==> src/pkg/eth_mac_status_pkg.sv <==
// Constants shared by the Ethernet MAC status and counter block
package eth_mac_status_pkg;
	// ************************************************
	// Register byte addresses
	// ************************************************
	localparam logic [31:0] MAC_COMMAND_OFS = 32'hb00030a0;
	localparam logic [31:0] IRQ_ENABLE_OFS = 32'hb00030a8;
	localparam logic [31:0] RX_IRQ_STATUS_OFS = 32'hb00030ac;
	localparam logic [31:0] GENERAL_STATUS_OFS = 32'hb00030b4;
	localparam logic [31:0] MISSED_COUNT_OFS = 32'hb00030b8;
	// ************************************************
	// mac_command_reg fields
	// ************************************************
	localparam int CMD_RX_EN_BIT = 0;
	localparam int CMD_ACCEPT_ERR_BIT = 2;
	localparam int CMD_TX_EN_BIT = 8;
	localparam int CMD_SEND_PAUSE_BIT = 16;
	localparam int CMD_QUALITY_EN_BIT = 17;
	localparam int CMD_FULL_DUPLEX_BIT = 18;
	localparam int CMD_SPEED_100_BIT = 20;
	localparam logic [31:0] CMD_MASK = 32'h00170105;
	// ************************************************
	// rx_irq_status_reg / irq_enable_reg fields
	// ************************************************
	localparam int RX_SUMMARY_BIT = 0;
	localparam int RX_CRC_BIT = 1;
	localparam int RX_OVERFLOW_BIT = 2;
	localparam int RX_WRAP_BIT = 7;
	localparam int IRQ_MASTER_EN_BIT = 0;
	localparam logic [31:0] IRQ_EN_MASK = 32'h00007fff;
	// ************************************************
	// general_status_reg fields
	// ************************************************
	localparam int GS_CTRL_FRAME_BIT = 0;
	localparam int GS_RX_HALTED_BIT = 1;
	localparam int GS_RX_FULL_BIT = 2;
	localparam int GS_TALLY_LSB = 4;
	localparam int GS_POSTPONED_BIT = 8;
	localparam int GS_TX_HOLD_BIT = 9;
	localparam int GS_QUALITY_BIT = 10;
	localparam int GS_TX_HALTED_BIT = 11;
	// ************************************************
	// Reset values and limits
	// ************************************************
	localparam logic [31:0] CMD_RESET = 32'h00000000;
	localparam logic [15:0] MISSED_RESET = 16'h7fff;
	localparam logic [2:0] RX_FIFO_FULL_FRAMES = 3'h4;
	localparam logic [3:0] TALLY_LAST = 4'hf;
	localparam logic [1:0] RESP_OKAY = 2'h0;
	localparam logic [1:0] RESP_DECERR = 2'h3;
endpackage

==> src/design/eth_mac_status_counters.sv <==
// Ethernet MAC receive/general status flags and missed-frame counter
`timescale 1ns/100ps
// ************************************************
// ************************************************
module eth_mac_status_counters (
	input wire logic aclk,
	input wire logic aresetn,
	input wire logic [31:0] awaddr,
	input wire logic awvalid,
	output logic awready,
	input wire logic [31:0] wdata,
	input wire logic [3:0] wstrb,
	input wire logic wvalid,
	output logic wready,
	output logic [1:0] bresp,
	output logic bvalid,
	input wire logic bready,
	input wire logic [31:0] araddr,
	input wire logic arvalid,
	output logic arready,
	output logic [31:0] rdata,
	output logic [1:0] rresp,
	output logic rvalid,
	input wire logic rready,
	input wire logic rx_frame_start,
	input wire logic rx_frame_end,
	input wire logic rx_crc_bad,
	input wire logic rx_fifo_overflow,
	input wire logic [2:0] rx_fifo_frames,
	input wire logic rx_pause_frame,
	input wire logic rx_ctrl_frame,
	input wire logic tx_start,
	input wire logic tx_frame_end,
	input wire logic tx_sqe_bad,
	input wire logic tx_deferred,
	input wire logic tx_collision,
	input wire logic tx_pause_sent,
	output logic rx_enable,
	output logic tx_enable,
	output logic full_duplex,
	output logic send_pause,
	output logic tx_hold,
	output logic tx_abort,
	output logic rx_discard,
	output logic rx_irq
);
	// ************************************************
	// Helper functions
	// ************************************************
	// Byte-lane mask from write strobes
	function automatic logic [31:0] lane_mask(input logic [3:0] s);
		return {{8{s[3]}}, {8{s[2]}}, {8{s[1]}}, {8{s[0]}}};
	endfunction
	// True for any address this block answers
	function automatic logic mapped(input logic [31:0] a);
		return a == eth_mac_status_pkg::MAC_COMMAND_OFS ||
			a == eth_mac_status_pkg::IRQ_ENABLE_OFS ||
			a == eth_mac_status_pkg::RX_IRQ_STATUS_OFS ||
			a == eth_mac_status_pkg::GENERAL_STATUS_OFS ||
			a == eth_mac_status_pkg::MISSED_COUNT_OFS;
	endfunction

	// ************************************************
	// Register bus slave
	// ************************************************
	logic aw_full_q; // Write address held
	logic w_full_q; // Write data held
	logic [31:0] wr_addr_q;
	logic [31:0] wr_data_q;
	logic [3:0] wr_strb_q;
	logic wr_fire; // Write commits this cycle
	logic rd_fire; // Read address taken this cycle
	logic [31:0] wbits; // Strobe-masked write data
	logic [31:0] rd_word; // Read mux
	logic [31:0] cmd_q; // mac_command_reg
	logic [31:0] ien_q; // irq_enable_reg
	logic [14:1] rsta_q; // rx_irq_status_reg flags
	logic [11:0] gsta_q; // general_status_reg single flags
	logic [3:0] tally_q; // collision_tally
	logic [15:0] mpc_q; // missed_frame_counter
	logic rx_en_dly_q; // Previous receive_enable
	logic tx_en_dly_q; // Previous transmit_enable
	logic rx_irq_summary;

	// Address and data are taken independently, one write at a time
	assign awready = !aw_full_q && !bvalid;
	assign wready = !w_full_q && !bvalid;
	assign wr_fire = aw_full_q && w_full_q && !bvalid;
	assign arready = !rvalid;
	assign rd_fire = arvalid && arready;
	assign wbits = wr_data_q & lane_mask(wr_strb_q);

	// Capture write address
	always_ff @(posedge aclk) begin
		if (!aresetn) begin
			aw_full_q <= 1'b0;
			wr_addr_q <= 32'h00000000;
		end else if (awvalid && awready) begin
			aw_full_q <= 1'b1;
			wr_addr_q <= awaddr;
		end else if (wr_fire) begin
			aw_full_q <= 1'b0;
		end
	end

	// Capture write data and strobes
	always_ff @(posedge aclk) begin
		if (!aresetn) begin
			w_full_q <= 1'b0;
			wr_data_q <= 32'h00000000;
			wr_strb_q <= 4'h0;
		end else if (wvalid && wready) begin
			w_full_q <= 1'b1;
			wr_data_q <= wdata;
			wr_strb_q <= wstrb;
		end else if (wr_fire) begin
			w_full_q <= 1'b0;
		end
	end

	// Write response, held until bready
	always_ff @(posedge aclk) begin
		if (!aresetn) begin
			bvalid <= 1'b0;
			bresp <= eth_mac_status_pkg::RESP_OKAY;
		end else if (wr_fire) begin
			bvalid <= 1'b1;
			bresp <= mapped(wr_addr_q) ? eth_mac_status_pkg::RESP_OKAY :
				eth_mac_status_pkg::RESP_DECERR;
		end else if (bready) begin
			bvalid <= 1'b0;
		end
	end

	// Read mux; unmapped and reserved bits read zero
	always_comb begin
		rd_word = 32'h00000000;
		case (araddr)
			eth_mac_status_pkg::MAC_COMMAND_OFS: rd_word = cmd_q;
			eth_mac_status_pkg::IRQ_ENABLE_OFS: rd_word = ien_q;
			eth_mac_status_pkg::RX_IRQ_STATUS_OFS: begin
				rd_word = {17'h00000, rsta_q, rx_irq_summary};
			end
			eth_mac_status_pkg::GENERAL_STATUS_OFS: begin
				rd_word = {20'h00000, gsta_q};
				rd_word[eth_mac_status_pkg::GS_TALLY_LSB +: 4] = tally_q;
			end
			eth_mac_status_pkg::MISSED_COUNT_OFS: rd_word = {16'h0000, mpc_q};
			default: rd_word = 32'h00000000;
		endcase
	end

	// Read answer one cycle after the address is taken
	always_ff @(posedge aclk) begin
		if (!aresetn) begin
			rvalid <= 1'b0;
			rdata <= 32'h00000000;
			rresp <= eth_mac_status_pkg::RESP_OKAY;
		end else if (rd_fire) begin
			rvalid <= 1'b1;
			rdata <= rd_word;
			rresp <= mapped(araddr) ? eth_mac_status_pkg::RESP_OKAY :
				eth_mac_status_pkg::RESP_DECERR;
		end else if (rready) begin
			rvalid <= 1'b0;
		end
	end

	// ************************************************
	// Control registers
	// ************************************************
	logic wr_cmd;
	logic wr_ien;
	logic wr_rsta;
	logic wr_gsta;
	logic wr_mpc;
	assign wr_cmd = wr_fire && wr_addr_q == eth_mac_status_pkg::MAC_COMMAND_OFS;
	assign wr_ien = wr_fire && wr_addr_q == eth_mac_status_pkg::IRQ_ENABLE_OFS;
	assign wr_rsta = wr_fire &&
		wr_addr_q == eth_mac_status_pkg::RX_IRQ_STATUS_OFS;
	assign wr_gsta = wr_fire &&
		wr_addr_q == eth_mac_status_pkg::GENERAL_STATUS_OFS;
	assign wr_mpc = wr_fire && wr_addr_q == eth_mac_status_pkg::MISSED_COUNT_OFS;

	assign rx_enable = cmd_q[eth_mac_status_pkg::CMD_RX_EN_BIT];
	assign tx_enable = cmd_q[eth_mac_status_pkg::CMD_TX_EN_BIT];
	assign full_duplex = cmd_q[eth_mac_status_pkg::CMD_FULL_DUPLEX_BIT];
	assign send_pause = cmd_q[eth_mac_status_pkg::CMD_SEND_PAUSE_BIT];

	// Command register; pause request drops itself once the frame is out
	always_ff @(posedge aclk) begin
		if (!aresetn) begin
			cmd_q <= eth_mac_status_pkg::CMD_RESET;
		end else if (wr_cmd) begin
			cmd_q <= ((cmd_q & ~lane_mask(wr_strb_q)) | wbits) &
				eth_mac_status_pkg::CMD_MASK;
		end else if (tx_pause_sent) begin
			cmd_q[eth_mac_status_pkg::CMD_SEND_PAUSE_BIT] <= 1'b0;
		end
	end

	// Enable register, bit 0 is the master enable
	always_ff @(posedge aclk) begin
		if (!aresetn) begin
			ien_q <= 32'h00000000;
		end else if (wr_ien) begin
			ien_q <= ((ien_q & ~lane_mask(wr_strb_q)) | wbits) &
				eth_mac_status_pkg::IRQ_EN_MASK;
		end
	end

	// Delayed enables to catch software turning them off
	always_ff @(posedge aclk) begin
		if (!aresetn) begin
			rx_en_dly_q <= 1'b0;
			tx_en_dly_q <= 1'b0;
		end else begin
			rx_en_dly_q <= rx_enable;
			tx_en_dly_q <= tx_enable;
		end
	end

	// ************************************************
	// Receive drops and receive status
	// ************************************************
	logic accept_err;
	logic fifo_full;
	logic crc_drop; // Frame ends with counted CRC failure
	logic off_drop; // Frame arrives while reception is off
	logic full_drop; // Frame arrives with four or more frames buffered
	logic [14:1] rsta_set;
	logic [1:0] miss_inc;
	logic [16:0] mpc_sum;
	logic [15:0] mpc_base;
	logic mpc_read;

	assign accept_err = cmd_q[eth_mac_status_pkg::CMD_ACCEPT_ERR_BIT];
	assign fifo_full = rx_fifo_frames >= eth_mac_status_pkg::RX_FIFO_FULL_FRAMES;
	assign crc_drop = rx_frame_end && rx_crc_bad && !accept_err;
	assign off_drop = rx_frame_start && !rx_enable;
	assign full_drop = rx_frame_start && rx_enable && fifo_full;

	// Discard strobe back to the receive engine
	always_ff @(posedge aclk) begin
		if (!aresetn) begin
			rx_discard <= 1'b0;
		end else begin
			rx_discard <= rx_fifo_overflow || crc_drop || off_drop || full_drop;
		end
	end

	// Missed counter: read clears, write loads, events still add
	assign mpc_read = rd_fire && araddr == eth_mac_status_pkg::MISSED_COUNT_OFS;
	assign miss_inc = 2'(rx_fifo_overflow) + 2'(off_drop) + 2'(crc_drop);
	always_comb begin
		mpc_base = mpc_q;
		if (wr_mpc) begin
			mpc_base = wbits[15:0];
		end else if (mpc_read) begin
			mpc_base = 16'h0000;
		end
	end
	assign mpc_sum = {1'b0, mpc_base} + {15'h0000, miss_inc};

	always_ff @(posedge aclk) begin
		if (!aresetn) begin
			mpc_q <= eth_mac_status_pkg::MISSED_RESET;
		end else begin
			mpc_q <= mpc_sum[15:0];
		end
	end

	// Receive flag sources; unsupported positions stay zero
	always_comb begin
		rsta_set = '0;
		rsta_set[eth_mac_status_pkg::RX_OVERFLOW_BIT] = rx_fifo_overflow;
		rsta_set[eth_mac_status_pkg::RX_CRC_BIT] = crc_drop;
		rsta_set[eth_mac_status_pkg::RX_WRAP_BIT] = mpc_sum[16];
	end

	// Write 1 clears, but a same-cycle event keeps the flag
	always_ff @(posedge aclk) begin
		if (!aresetn) begin
			rsta_q <= '0;
		end else begin
			rsta_q <= (rsta_q & ~(wr_rsta ? wbits[14:1] : 14'h0000)) |
				rsta_set;
		end
	end

	// Summary is pure logic so clearing the flags drops it at once
	assign rx_irq_summary = |(rsta_q & ien_q[14:1]);
	assign rx_irq = rx_irq_summary &&
		ien_q[eth_mac_status_pkg::IRQ_MASTER_EN_BIT];

	// ************************************************
	// General status
	// ************************************************
	logic [11:0] gsta_set;
	logic half_10m;
	assign half_10m = !full_duplex &&
		!cmd_q[eth_mac_status_pkg::CMD_SPEED_100_BIT];

	// Sources of the general flags; none of them reaches rx_irq
	always_comb begin
		gsta_set = 12'h000;
		gsta_set[eth_mac_status_pkg::GS_CTRL_FRAME_BIT] =
			rx_ctrl_frame && full_duplex;
		gsta_set[eth_mac_status_pkg::GS_RX_HALTED_BIT] =
			rx_en_dly_q && !rx_enable;
		gsta_set[eth_mac_status_pkg::GS_RX_FULL_BIT] = fifo_full;
		gsta_set[eth_mac_status_pkg::GS_POSTPONED_BIT] =
			tx_deferred && !full_duplex;
		gsta_set[eth_mac_status_pkg::GS_TX_HOLD_BIT] = rx_pause_frame ||
			(tx_pause_sent && send_pause);
		gsta_set[eth_mac_status_pkg::GS_QUALITY_BIT] = tx_frame_end &&
			tx_sqe_bad && half_10m &&
			cmd_q[eth_mac_status_pkg::CMD_QUALITY_EN_BIT];
		gsta_set[eth_mac_status_pkg::GS_TX_HALTED_BIT] =
			tx_en_dly_q && !tx_enable;
	end

	// Tally field bits are not flags and are never stored here
	always_ff @(posedge aclk) begin
		if (!aresetn) begin
			gsta_q <= 12'h000;
		end else begin
			gsta_q <= ((gsta_q & ~(wr_gsta ? wbits[11:0] : 12'h000)) |
				gsta_set) & 12'hf07;
		end
	end
	assign tx_hold = gsta_q[eth_mac_status_pkg::GS_TX_HOLD_BIT];

	// Collision tally restarts per frame; sixteenth wraps and aborts
	always_ff @(posedge aclk) begin
		if (!aresetn) begin
			tally_q <= 4'h0;
			tx_abort <= 1'b0;
		end else begin
			tx_abort <= tx_collision &&
				tally_q == eth_mac_status_pkg::TALLY_LAST;
			if (tx_start) begin
				tally_q <= 4'h0;
			end else if (tx_collision) begin
				tally_q <= tally_q + 4'h1;
			end
		end
	end
endmodule

==> config.mk <==
export PLATFORM = sky130hd
export DESIGN_NAME = eth_mac_status_counters
export DESIGN_NICKNAME = d
export VERILOG_FILES = /design/src/pkg/eth_mac_status_pkg.sv /design/src/design/eth_mac_status_counters.sv
export SDC_FILE = /design/constraint.sdc
export NUM_CORES = 1
export LEC_CHECK = 0
export BUFFER_PORTS_ARGS = -buffer_cell sky130_fd_sc_hd__buf_2
export CORE_MARGIN = 5
export CORE_UTILIZATION = 40
export CTS_BUF_LIST = sky130_fd_sc_hd__clkbuf_4
export DETAILED_ROUTE_END_ITERATION = 6
export PLACE_DENSITY = 0.65
export SYNTH_ARGS = -nofsm -noshare
export SYNTH_HDL_FRONTEND = slang
export SYNTH_SLANG_ARGS = --single-unit
==> constraint.sdc <==
create_clock -name aclk -period 4.2 [get_ports aclk]
set_clock_uncertainty 0.05 [all_clocks]
set_input_delay 0.42 -clock aclk [delete_from_list [all_inputs] [get_ports aclk]]
set_output_delay 0.42 -clock aclk [all_outputs]
set_load 0.02 [all_outputs]
Word-level counts from Yosys, hierarchy flattened
Cells that the tools add are included.
{"block": "totals", "register_bits": 168, "inputBits": 122}
{"block": "classes", "n_mux": 16, "add_sub_neg": 4, "magnitude_cmp": 1, "eq_ne": 11, "bitwise": 14, "n_reduce_logical": 57}
{"op": "32-bit == test, second input constant", "count": 10}
{"op": "21-bit case mux with 5 select lines", "count": 1}
{"op": "21-bit AND", "count": 2}
{"op": "16-bit two-way mux", "count": 2}
{"op": "1-bit logical AND", "count": 29}
{"op": "14-bit AND", "count": 2}
{"op": "21-bit NOT", "count": 1}
{"op": "21-bit bitwise OR", "count": 1}
{"op": "16-bit by 2-bit adder with 17-bit output", "count": 1}
{"op": "15-bit AND", "count": 1}
{"op": "15-bit bitwise OR", "count": 1}
{"op": "14-bit two-way mux", "count": 1}
{"op": "14-bit NOT", "count": 1}
{"op": "14-bit by 7-bit bitwise OR with 14-bit output", "count": 1}
{"op": "14-bit OR reduction", "count": 1}
{"op": "12-bit AND", "count": 1}
{"op": "1-bit logical OR", "count": 12}
{"op": "12-bit two-way mux", "count": 1}
{"op": "12-bit NOT", "count": 1}
{"op": "12-bit bitwise OR", "count": 1}
{"op": "2-bit nonzero test", "count": 5}
{"op": "1-bit zero test", "count": 9}
{"op": "1-bit two-way mux", "count": 9}
{"op": "4-bit by 1-bit adder with 4-bit output, second input constant", "count": 1}
{"op": "7 further kinds", "count": 8}

Logic depth before layout (Yosys ltp)
Gate-level depths: netlist (run 1).
{"block": "logic_depth", "depth_word": 7, "mapped_depth": 16}

Least setup slack after synthesis (run 1)
Ideal clock, no wire load.
{"block": "synth_path", "path_type": "flip-flop to flip-flop", "start": "reg wr_addr_q[30]", "end": "reg mpc_q[14]", "stages_incl_launch_ff": 16, "required_time_ns": 4.030, "period_less_slack_ns": 3.920, "path_slack_ns": 0.280, "path_buffers": 2, "arrival_time_ns": 3.751, "cell_sequence": "dfxtp_1 > nor4b_2 > nand4_1 > or4_1 > buf_6 > clkbuf_1 > nor2_1 > a22oi_1 > fa_1 > inv_1 > ha_1 > inv_1 > fa_1 > a211oi_2 > nand3_1 > o31a_1"}
{"block": "synth_via", "elab_chain_cells": 4}
{"element": "start, declared", "line": "eth_mac_status_counters.sv:68", "source": "logic [31:0] wr_addr_q;"}
{"element": "start signal, assigned", "line": "eth_mac_status_counters.sv:100", "source": "wr_addr_q <= awaddr;"}
{"element": "32-bit == test", "line": "eth_mac_status_counters.sv:183", "source": "assign wr_mpc = wr_fire && wr_addr_q == eth_mac_status_pkg::MISSED_COUNT_OFS;"}
{"element": "1-bit logical AND", "line": "eth_mac_status_counters.sv:183"}
{"element": "16-bit two-way mux", "line": "eth_mac_status_counters.sv:257", "source": "if (wr_mpc) begin"}
{"element": "16-bit by 2-bit adder with 17-bit output", "line": "eth_mac_status_counters.sv:263", "source": "assign mpc_sum = {1'b0, mpc_base} + {15'h0000, miss_inc};"}
{"element": "end signal, assigned", "line": "eth_mac_status_counters.sv:267", "source": "mpc_q <= eth_mac_status_pkg::MISSED_RESET;"}
{"element": "end signal, assigned", "line": "eth_mac_status_counters.sv:269", "source": "mpc_q <= mpc_sum[15:0];"}
{"element": "end, declared", "line": "eth_mac_status_counters.sv:80", "source": "logic [15:0] mpc_q;"}
No other way between the ends.
A chain may end at the register's enable or synchronous reset.

Worst setup path after layout (run 1)
Same ends and word-level chain as after synthesis.

==> results of run 1 <==
cells by family after synthesis:
| group | count (synthesis) | share of synthesized area |
|---|---|---|
| simple gates | 346 | 0.2504 |
| compound gates | 206 | 0.1896 |
| flops | 148 | 0.4543 |
| buf+inv | 84 | 0.05756 |
| mux | 12 | 0.01899 |
| xor+xnor | 11 | 0.01477 |
| fa+ha+maj | 6 | 0.01381 |
| other cells | 1 | 0.0005750 |
synth_stat cells (all sizes together), types with 12 or more instances:
master | n | area (sq um)
a31oi | 16 | 100.1
o21ai | 23 | 115.1
nor2 | 45 | 168.9
nand4 | 13 | 81.33
nand2 | 185 | 694.4
clkbuf | 48 | 180.2
a22oi | 26 | 195.2
nand3 | 32 | 165.2
mux2i | 12 | 123.9
inv | 19 | 71.32
buf | 16 | 120.1
a21oi | 117 | 596.8
dfxtp | 148 | 2963
through the flow:
stage	utilization	setup WS, ps
final	0.4951	352.0
after CTS	0.4909	232.0
after global routing	0.4951	92.86
after floorplan	-	279.7
after global placement	0.4613	287.9
after detailed placement	0.4613	250.2
critical path, cell delays in order, from the launching register on:
cell	delay, ps
dfxtp_1	340
nor4b_2	310
nand4_1	240
or4_1	590
nor2_1	150
a22oi_1	100
fa_1	430
inv_1	70
ha_1	170
inv_1	60
fa_1	400
a211oi_2	270
nand3_1	220
o31a_1	360
metal layers:
layer | vias to the layer above | part of all wire | GRT usage
met5 | - | 0.0011 | 0
met4 | 6 | 0.017 | 0.06042
met3 | 35 | 0.095 | 0.07305
met2 | 230 | 0.44 | 0.3148
met1 | 2877 | 0.45 | 0.2675
li1 | 3121 | - | -
cell type report:
type | instances | area, sq um
fill | 1613 | 8050
multi-input combinational | 593 | 3238
sequential | 148 | 2963
timing repair buffer | 182 | 1074
tap | 216 | 270.3
clock inverter | 14 | 136.4
clock buffer | 18 | 135.1
inverter | 20 | 76.32
how the worst max path moves through the flow:
stage                     end           from  depth (start not counted)
floorplan           mpc_q[14]  wr_addr_q[30]                         15
global placement    mpc_q[14]  wr_addr_q[23]                         13
detailed placement  mpc_q[14]  wr_addr_q[23]                         13
CTS                 mpc_q[14]  wr_addr_q[23]                         13
global route        rsta_q[7]  wr_addr_q[30]                         15
finish              mpc_q[14]  wr_addr_q[30]                         13
power by group:
group          leakage (nW)  internal, W  switching (W)
sequential             1.21      0.00151      0.0000932
clock                 0.145     0.000355       0.000512
combinational          1.92     0.000262       0.000370
repair_timing:
| action | CTS | global route |
|---|---|---|
| hold endpoints to repair | 20 | 6 |
| gates resized for setup | 0 | 1 |
| hold buffers | 20 | 6 |
| setup endpoints to repair | 0 | 2 |
==> summary.txt, run 1 <==
Run status
  – Outcome: finished, final reports clean

Setup path
  – WP data arrival: between 4000 and 5000 ps
  – Critical path capture point type: flip-flop
  – Reg2Reg Capture Point: mpc_q[14]
  – Critical Setup Path Class: flip-flop to flip-flop
  – Worst r2r src: wr_addr_q[30]
  – R2r worst-path depth: 13
  – Worst setup SP type: flip-flop
  – Req. time, crit path: 4600 ps
  – Worst-path fanout max: 4
  – FF-to-FF setup slack: between 300 and 400 ps

Yosys
  – Primary FF master, synth: dfxtp_1
  – Post-synth ARST share: 0
  – Syn. warnings: 0
  – Mapped cell area: about 6500 sq um
  – Netlist cell types: 59
  – Post-synth EDFFs: 0
  – Mean Syn Cell Area: about 8.0 sq um
  – Yosys reg bits: 148
  – Seq/Total Area, Yosys: 0.4543
  – Synth Instances: a little over 800

Clock network
  – Clock slew at reported path FFs: 130 ps
  – CTS tree: built
  – Max Buffers Root-to-Sink: 2
  – Clock sinks: between 100 and 150
  – H-Tree Depth: 4
  – Num CTS Buffers: 17
  – Clk root buf: clkbuf_4
  – Clock latency on the worst-skew pair: 550 ps
  – Post CTS Setup Buffer Count: 0

Routing
  – Routed Antenna Nets: 0
  – Initial DRC count: 462
  – Total Wirelength: 19190 um
  – Routed WL per cell: ~16 um
  – Drt pass-1 iters: 7
  – Via-per-instance ratio: roughly 5.3
  – DRC Markers: 0
  – DR vias: around 6300

Place
  – Placed inst area: roughly 7400 sq um
  – Global placement routability congestion: slightly below 0.9
  – DP Wirelength: 13820 um
  – Placed cell count: 1133
  – IO Port Bufs: 143

Final layout
  – N_diodes: 0
  – Final Non-Filler Cells: between 1000 and 1500
  – Share of layout cells above drive strength 1: 0.2062
  – Layout area overhead: 21.03%
  – Nets: approximately 1100
  – Commonest cells after routing, fill and taps aside: 185 x nand2_1, 148 x dfxtp_1, 143 x buf_2
  – Design area: 7893 sq um
  – Commonest non-fill, non-tap cell in the layout: nand2_1

Timing
  – Min Clock Period, post-route: between 3000 and 4000 ps
  – Fin Setup TNS: 0 ps
  – Final hold slack: 39.58 ps
  – Worst Tran Pin Value: ~1100 ps
  – Fin. max-slew vios: 0
  – Maximum clock frequency: 259.9 MHz
  – Setup-failing EPs final: 0
  – Max_slew headroom: 0.2950
  – Final worst-path cycle share: 0.9162
  – Fin. Hold Viols: 0
  – Unrepaired setup endpoints after global routing: no

Global routing
  – GRT overflow: 0
  – Vias in the first global route: 5810
  – Tot GR Track Use: 0.2038
  – Initial antenna violation count: 3
  – Global-route wire length before repair: around 30000 um
  – Pin count of the biggest net entering global routing: 74

Run
  – Max_cap viols: 0

Floorplan
  – Core Region: 15940 sq um
  – Die Wd: approximately 140 um
  – Ports: approximately 170
  – Die ar.: around 19000 sq um
  – Die extent in y: about 140 um
  – Site Rows: 46
  – Initial core utilization: 0.4090

Power and ir drop
  – Overall Power: between 0.003 and 0.004 W
  – Worst ir drop on vdd: ~0.18 mV
  – Static leakage: 3.272 nW
  – Pwr dens: approximately 390 nW/um^2

Min path
  – Hold path cells: 3
  – Hold endpoint: wr_data_q[5]
  – Hold WC Path Type: input pin to flip-flop
  – Min-delay src: wdata[5]
(Power assumes the default switching activity.)
==> run 2, diff against run 1 <==
--- a/config.mk
+++ b/config.mk
@@ -5,12 +5,13 @@
 export SDC_FILE = /design/constraint.sdc
 export NUM_CORES = 1
 export LEC_CHECK = 0
+export ABC_AREA = 1
 export BUFFER_PORTS_ARGS = -buffer_cell sky130_fd_sc_hd__buf_2
 export CORE_MARGIN = 5
 export CORE_UTILIZATION = 40
 export CTS_BUF_LIST = sky130_fd_sc_hd__clkbuf_4
 export DETAILED_ROUTE_END_ITERATION = 6
-export PLACE_DENSITY = 0.65
+export PLACE_DENSITY = 0.64
 export SYNTH_ARGS = -nofsm -noshare
 export SYNTH_HDL_FRONTEND = slang
 export SYNTH_SLANG_ARGS = --single-unit
==> run 2 against run 1 <==
Net effect:
- die area rose by 9.6%
- via count rose by 10%
- setup slack improved by 640 ps
- utilization fell by 3.0 points
- final cell count rose by 19%
- total power rose by 8.7%
- wire length rose by 1.9%
- fmax rose by 20%
- flip-flop and latch count did not move
- critical path type unchanged
- critical endpoint unchanged
- largest cell class unchanged
- largest power group unchanged
- highest routed layer is now met4
==> summary.txt, run 2 <==
Timing
  – Fin. Hold Viols: 0
  – Final hold slack: ~50 ps
  – Fin Setup TNS: 0 ps
  – Worst Tran Pin Value: 862.6 ps
  – Final worst-path cycle share: 0.7638
  – Unrepaired setup endpoints after global routing: no
  – Fin. max-slew vios: 0
  – Min Clock Period, post-route: about 3200 ps
  – Setup-failing EPs final: 0
  – Maximum clock frequency: about 310 MHz
  – Max_slew headroom: 0.4250

Setup path
  – Critical path's most frequent cell: inv_1
  – Worst-path fanout max: 8
  – Worst setup SP type: flip-flop
  – Worst path cell trace: nor2_1 > nand4_2 > nor2_4 > nand3_2 > a31oi_1 > fa_1 > inv_1 > ha_1 > inv_1 > fa_1 > inv_1 > nand3_4 > nor2_4 > nand3_1 > nand2_1 > nand3_1
  – Req. time, crit path: about 4600 ps
  – CP top delay family: simple AND/OR/NAND/NOR gates
  – Critical path capture point type: flip-flop
  – Worst path slowest cell: fa_1
  – Buffers & Inverters on Critical Path: 3
  – Max incr delay on CP: between 400 and 500 ps
  – Critical Setup Path Class: flip-flop to flip-flop
  – WP data arrival: approximately 3600 ps

Yosys
  – Netlist cell types: 45
  – Area contributors post-synth: dfxtp_1 41%, nand2_1 11%, nor2_1 7.8%
  – Most common cell in the synthesized netlist: nand2_1
  – Primary FF master, synth: dfxtp_1
  – Yosys reg bits: 148
  – Seq/Total Area, Yosys: 0.4115
  – Mean Syn Cell Area: about 7 sq um
  – Syn. warnings: 0
  – Synth Instances: 1050
  – Synth area leader: dfxtp_1
  – Post-synth EDFFs: 0
  – Post-synth top cells: 215 x nand2_1, 150 x nor2_1, 148 x dfxtp_1
  – Post-synth ARST share: 0
  – Share of the synthesized area in the top cell type: 0.4115
  – Mapped cell area: 7199 sq um

Final layout
  – Layout area overhead: 15.33%
  – Final Non-Filler Cells: between 1000 and 1500
  – Share of layout cells above drive strength 1: 0.1847
  – Fillers: about 1900
  – Commonest non-fill, non-tap cell in the layout: nand2_1
  – Final core occ: 0.4654
  – Nets: about 1300
  – Commonest cells after routing, fill and taps aside: 215 x nand2_1, 150 x nor2_1, 148 x dfxtp_1

Floorplan
  – Die ar.: 20780 sq um
  – Core Region: 17840 sq um
  – Site Rows: 49
  – Initial core utilization: 0.4035
  – Die extent in y: 144.2 um
  – Die Wd: around 140 um
  – Ports: approximately 170

Routing
  – Routed Antenna Nets: 0
  – Initial DRC count: ~440
  – Total Wirelength: 19560 um
  – Drt pass-1 iters: 7
  – DRC Markers: 0
  – Via-per-instance ratio: between 4 and 5
  – DR vias: between 6000 and 7000
  – Routed WL per cell: approximately 14 um

Clock network
  – CTS Hold Bufs: 1
  – Max Buffers Root-to-Sink: 2
  – Post CTS Setup Buffer Count: 0
  – Num CTS Buffers: 17
  – Post_cts resized: 0
  – Clock slew at reported path FFs: between 100 and 150 ps
  – Clock latency on the worst-skew pair: about 560 ps
  – Clk root buf: clkbuf_4
  – CTS tree: built
  – H-Tree Depth: 4
  – Clock sinks: roughly 150

Global routing
  – Global-route wire length before repair: 31540 um
  – Pin count of the biggest net entering global routing: 92
  – Tot GR Track Use: 0.1880
  – GRT overflow: 0
  – Initial antenna violation count: 1
  – Vias in the first global route: approximately 6500

Power and ir drop
  – Static leakage: roughly 3.8 nW
  – Overall Power: approximately 0.0034 W
  – Worst ir drop on vdd: 0.1769 mV
  – Pwr dens: between 400 and 500 nW/um^2

Place
  – Global placement routability congestion: a little under 0.9
  – Placed cell count: ~1400
  – IO Port Bufs: ~140
  – DP Wirelength: about 15000 um

Min path
  – Hold WC Path Type: input pin to flip-flop

Run
  – Max_cap viols: 0

Run status
  – Outcome: finished, final reports clean
## run 2: layout make-up
type / count / area [sq um] / share of cell area
diodes: 1 / 2.502 / 0.0003014
clock inverters: 15 / 146.4 / 0.01763
multi-input cells: 724 / 3483 / 0.4195
inverters: 135 / 508.0 / 0.06118
well taps: 229 / 286.5 / 0.03451
flip-flops and latches: 148 / 2963 / 0.3568
repair buffers: 152 / 785.8 / 0.09464
clock buffers: 17 / 127.6 / 0.01537
## run 2: worst min-delay path: cells and delay by family
family / cells / cell delay, ps
AO/OA/AOI/OAI: 1 / 70
buffers and inverters: 1 / 70
AND/OR/NAND/NOR: 1 / 70
## run 2: kinds of logic after synthesis
family / after synthesis / share of synthesized area
other: 1 / 0.0005209
xor gates and xnor gates: 1 / 0.001217
buffers and inverters: 189 / 0.1104
DFF: 148 / 0.4115
AOI/OAI and AO/OA: 217 / 0.1670
adders and majority gates: 6 / 0.01251
and+or+nand+nor: 488 / 0.2968
## run 2: path summary, 6_finish.rpt
kind | end | slack [ps] | depth (start not counted) | from
hold / removal | wr_data_q[14] | 50 | 3 | wdata[14]
setup / recovery | mpc_q[14] | 990 | 16 | wr_addr_q[14]
hold reg to reg | wr_addr_q[6] | 410 | 2 | wr_addr_q[6]
setup reg to reg | mpc_q[14] | 990 | 16 | wr_addr_q[14]
## run 2: metrics by stage
step	area (sq um)	setup WS, ps
2_1_floorplan	7241	1006
4_1_cts	8300	978.6
3_3_place_gp	8016	796.9
6_report	8303	991.9
5_1_grt	8303	722.4
3_5_place_dp	8016	769.5
## run 2: where the power goes
part	switching (W)	internal, W
sequential	0.0000853	0.00153
combinational	0.000571	0.000313
clock	0.000558	0.000308
total	0.00121	0.00216
## run 2: layer usage
layer | share of wire | global-route usage | routed length (um) | vias to the layer above
met2 | 0.44 | 0.3033 | 8641 | 182
met4 | 0.016 | 0.04958 | 304 | 0
met5 | 0 | 0 | 0 | -
li1 | - | - | - | 3631
met3 | 0.067 | 0.04497 | 1308 | 24
met1 | 0.48 | 0.2540 | 9304 | 3069
==> run 3, diff against run 2 <==
--- a/config.mk
+++ b/config.mk
@@ -11,7 +11,7 @@
 export CORE_UTILIZATION = 40
 export CTS_BUF_LIST = sky130_fd_sc_hd__clkbuf_4
 export DETAILED_ROUTE_END_ITERATION = 6
-export PLACE_DENSITY = 0.64
+export PLACE_DENSITY = 0.61
 export SYNTH_ARGS = -nofsm -noshare
 export SYNTH_HDL_FRONTEND = slang
 export SYNTH_SLANG_ARGS = --single-unit
==> constraint.sdc (replaced) <==
create_clock -name aclk -period 3 [get_ports aclk]
set_clock_uncertainty 0.05 [all_clocks]
set_input_delay 0.3 -clock aclk [delete_from_list [all_inputs] [get_ports aclk]]
set_output_delay 0.3 -clock aclk [all_outputs]
set_load 0.02 [all_outputs]
==> run 3 against run 2 <==
Net effect:
- hold slack better by 0.89 ps
- critical endpoint is now mpc_q[6]
- via count rose by 6.8%
- utilization grew 6.3 points
- wire length rose by 9.4%
- fmax increased by 9.9%
==> summary.txt, run 3 (synthesis results as in run 2) <==
Routing
  – DR vias: between 7000 and 8000
  – Total Wirelength: 21400 um
  – Drt pass-1 iters: 5
  – DRC Markers: 0
  – Routed Antenna Nets: 0
  – Routed WL per cell: about 14 um
  – Via-per-instance ratio: a little under 5
  – Initial DRC count: around 450

Timing
  – Fin. max-slew vios: 0
  – Fin. Hold Viols: 0
  – Final worst-path cycle share: 0.9735
  – Setup-failing EPs final: 0
  – Min Clock Period, post-route: roughly 2900 ps
  – Unrepaired setup endpoints after global routing: yes
  – Worst Setup Slack, final: roughly 80 ps
  – Worst Tran Pin Value: 872.3 ps
  – Max_slew headroom: 0.4185
  – Final hold slack: between 50 and 60 ps
  – Maximum clock frequency: 342.4 MHz

Clock network
  – Clk root buf: clkbuf_4
  – Max Buffers Root-to-Sink: 2
  – Clock latency on the worst-skew pair: 560 ps
  – Clock sinks: around 150
  – CTS tree: built
  – Clock slew at reported path FFs: 140 ps
  – Num CTS Buffers: 17
  – H-Tree Depth: 4

Run status
  – Outcome: finished, final reports clean

Global routing
  – Vias in the first global route: a little under 7000
  – Pin count of the biggest net entering global routing: slightly above 90
  – Tot GR Track Use: 0.2054
  – Initial antenna violation count: 1
  – GRT overflow: 0
  – Global-route wire length before repair: approximately 34000 um

Final layout
  – Design area: 9425 sq um
  – Layout area overhead: 30.92%
  – Final Non-Filler Cells: ~1500
  – Commonest cells after routing, fill and taps aside: 212 x nand2_1, 143 x buf_2, 139 x nor2_1
  – Share of layout cells above drive strength 1: 0.2278
  – Final core occ: 0.5283
  – Commonest non-fill, non-tap cell in the layout: nand2_1
  – Nets: about 1400

Setup path
  – Req. time, crit path: 3440 ps
  – Critical Setup Path Class: flip-flop to flip-flop
  – Critical path capture point type: flip-flop
  – WP data arrival: about 3400 ps
  – Worst setup SP type: flip-flop
  – Worst-path fanout max: 6

Place
  – IO Port Bufs: approximately 140
  – Placed inst area: 8284 sq um
  – Global placement routability congestion: between 0.9 and 1
  – DP Wirelength: 15740 um
  – Pre-CTS setup slack: -97.86 ps
  – Placed cell count: 1420

Floorplan
  – Ports: roughly 170
  – Core Region: 17840 sq um
  – Site Rows: 49
  – Die Wd: 144.2 um
  – Die extent in y: between 100 and 150 um
  – Initial core utilization: 0.4035
  – Die ar.: between 20000 and 25000 sq um

Power and ir drop
  – Pwr dens: roughly 540 nW/um^2
  – Static leakage: about 4.3 nW
  – Worst ir drop on vdd: approximately 0.25 mV

Min path
  – Hold WC Path Type: input pin to flip-flop

Run
  – Max_cap viols: 0
-- run 3: where the power goes --
part	internal (W)	switching, W
combinational	0.000573	0.000870
clock	0.000596	0.000795
sequential	0.00215	0.000128
-- run 3: routing by layer --
metal,part of all wire,track usage
met1,0.49,0.2889
met2,0.43,0.3172
met3,0.071,0.04927
met4,0.015,0.05547
met5,0,0
-- run 3: worst paths after layout --
check	startpoint	endpoint	slack, ps	cells past startpoint
max	wr_addr_q[14]	mpc_q[6]	80	16
min	rx_fifo_overflow	rsta_q[2]	50	3
max reg2reg	wr_addr_q[14]	mpc_q[6]	80	16
min reg2reg	flip-flop	flip-flop	420	2
-- run 3: area by class of cell --
class / count / area (sq um)
repair buffers: 256 / 1737
flip-flops and latches: 148 / 2978
fillers: 1818 / 8416
diodes: 1 / 2.502
inverters: 135 / 508.0
multi-input cells: 724 / 3595
clock inverters: 15 / 191.4
clock buffers: 17 / 127.6
well taps: 229 / 286.5
-- run 3: worst max-delay path: stages (launching register included) --
cell	delay [ps]
dfxtp_2	350
nor2_2	140
nand4_4	140
nor2_4	160
nand3_4	110
a31oi_4	170
fa_1	430
inv_1	80
ha_2	180
inv_2	40
fa_2	340
inv_2	80
nand3_4	120
nor2_4	200
buf_4	130
nor2_1	30
o21ai_1	100
-- run 3: metrics by stage --
stage	power, W	setup TNS [ps]
floorplan	0.003272	0
global placement	0.003609	-36.30
detailed placement	0.003618	-171.0
CTS	0.005065	0
global route	0.005465	-274.2
finish	0.005113	0
-- run 3: repair_timing --
item,in CTS,in global routing
endpoints found under the hold margin,66,1
resized for setup,7,37
pin swaps,1,10
hold buffers,64,2
buffers inserted,0,6
setup endpoints to repair,6,13
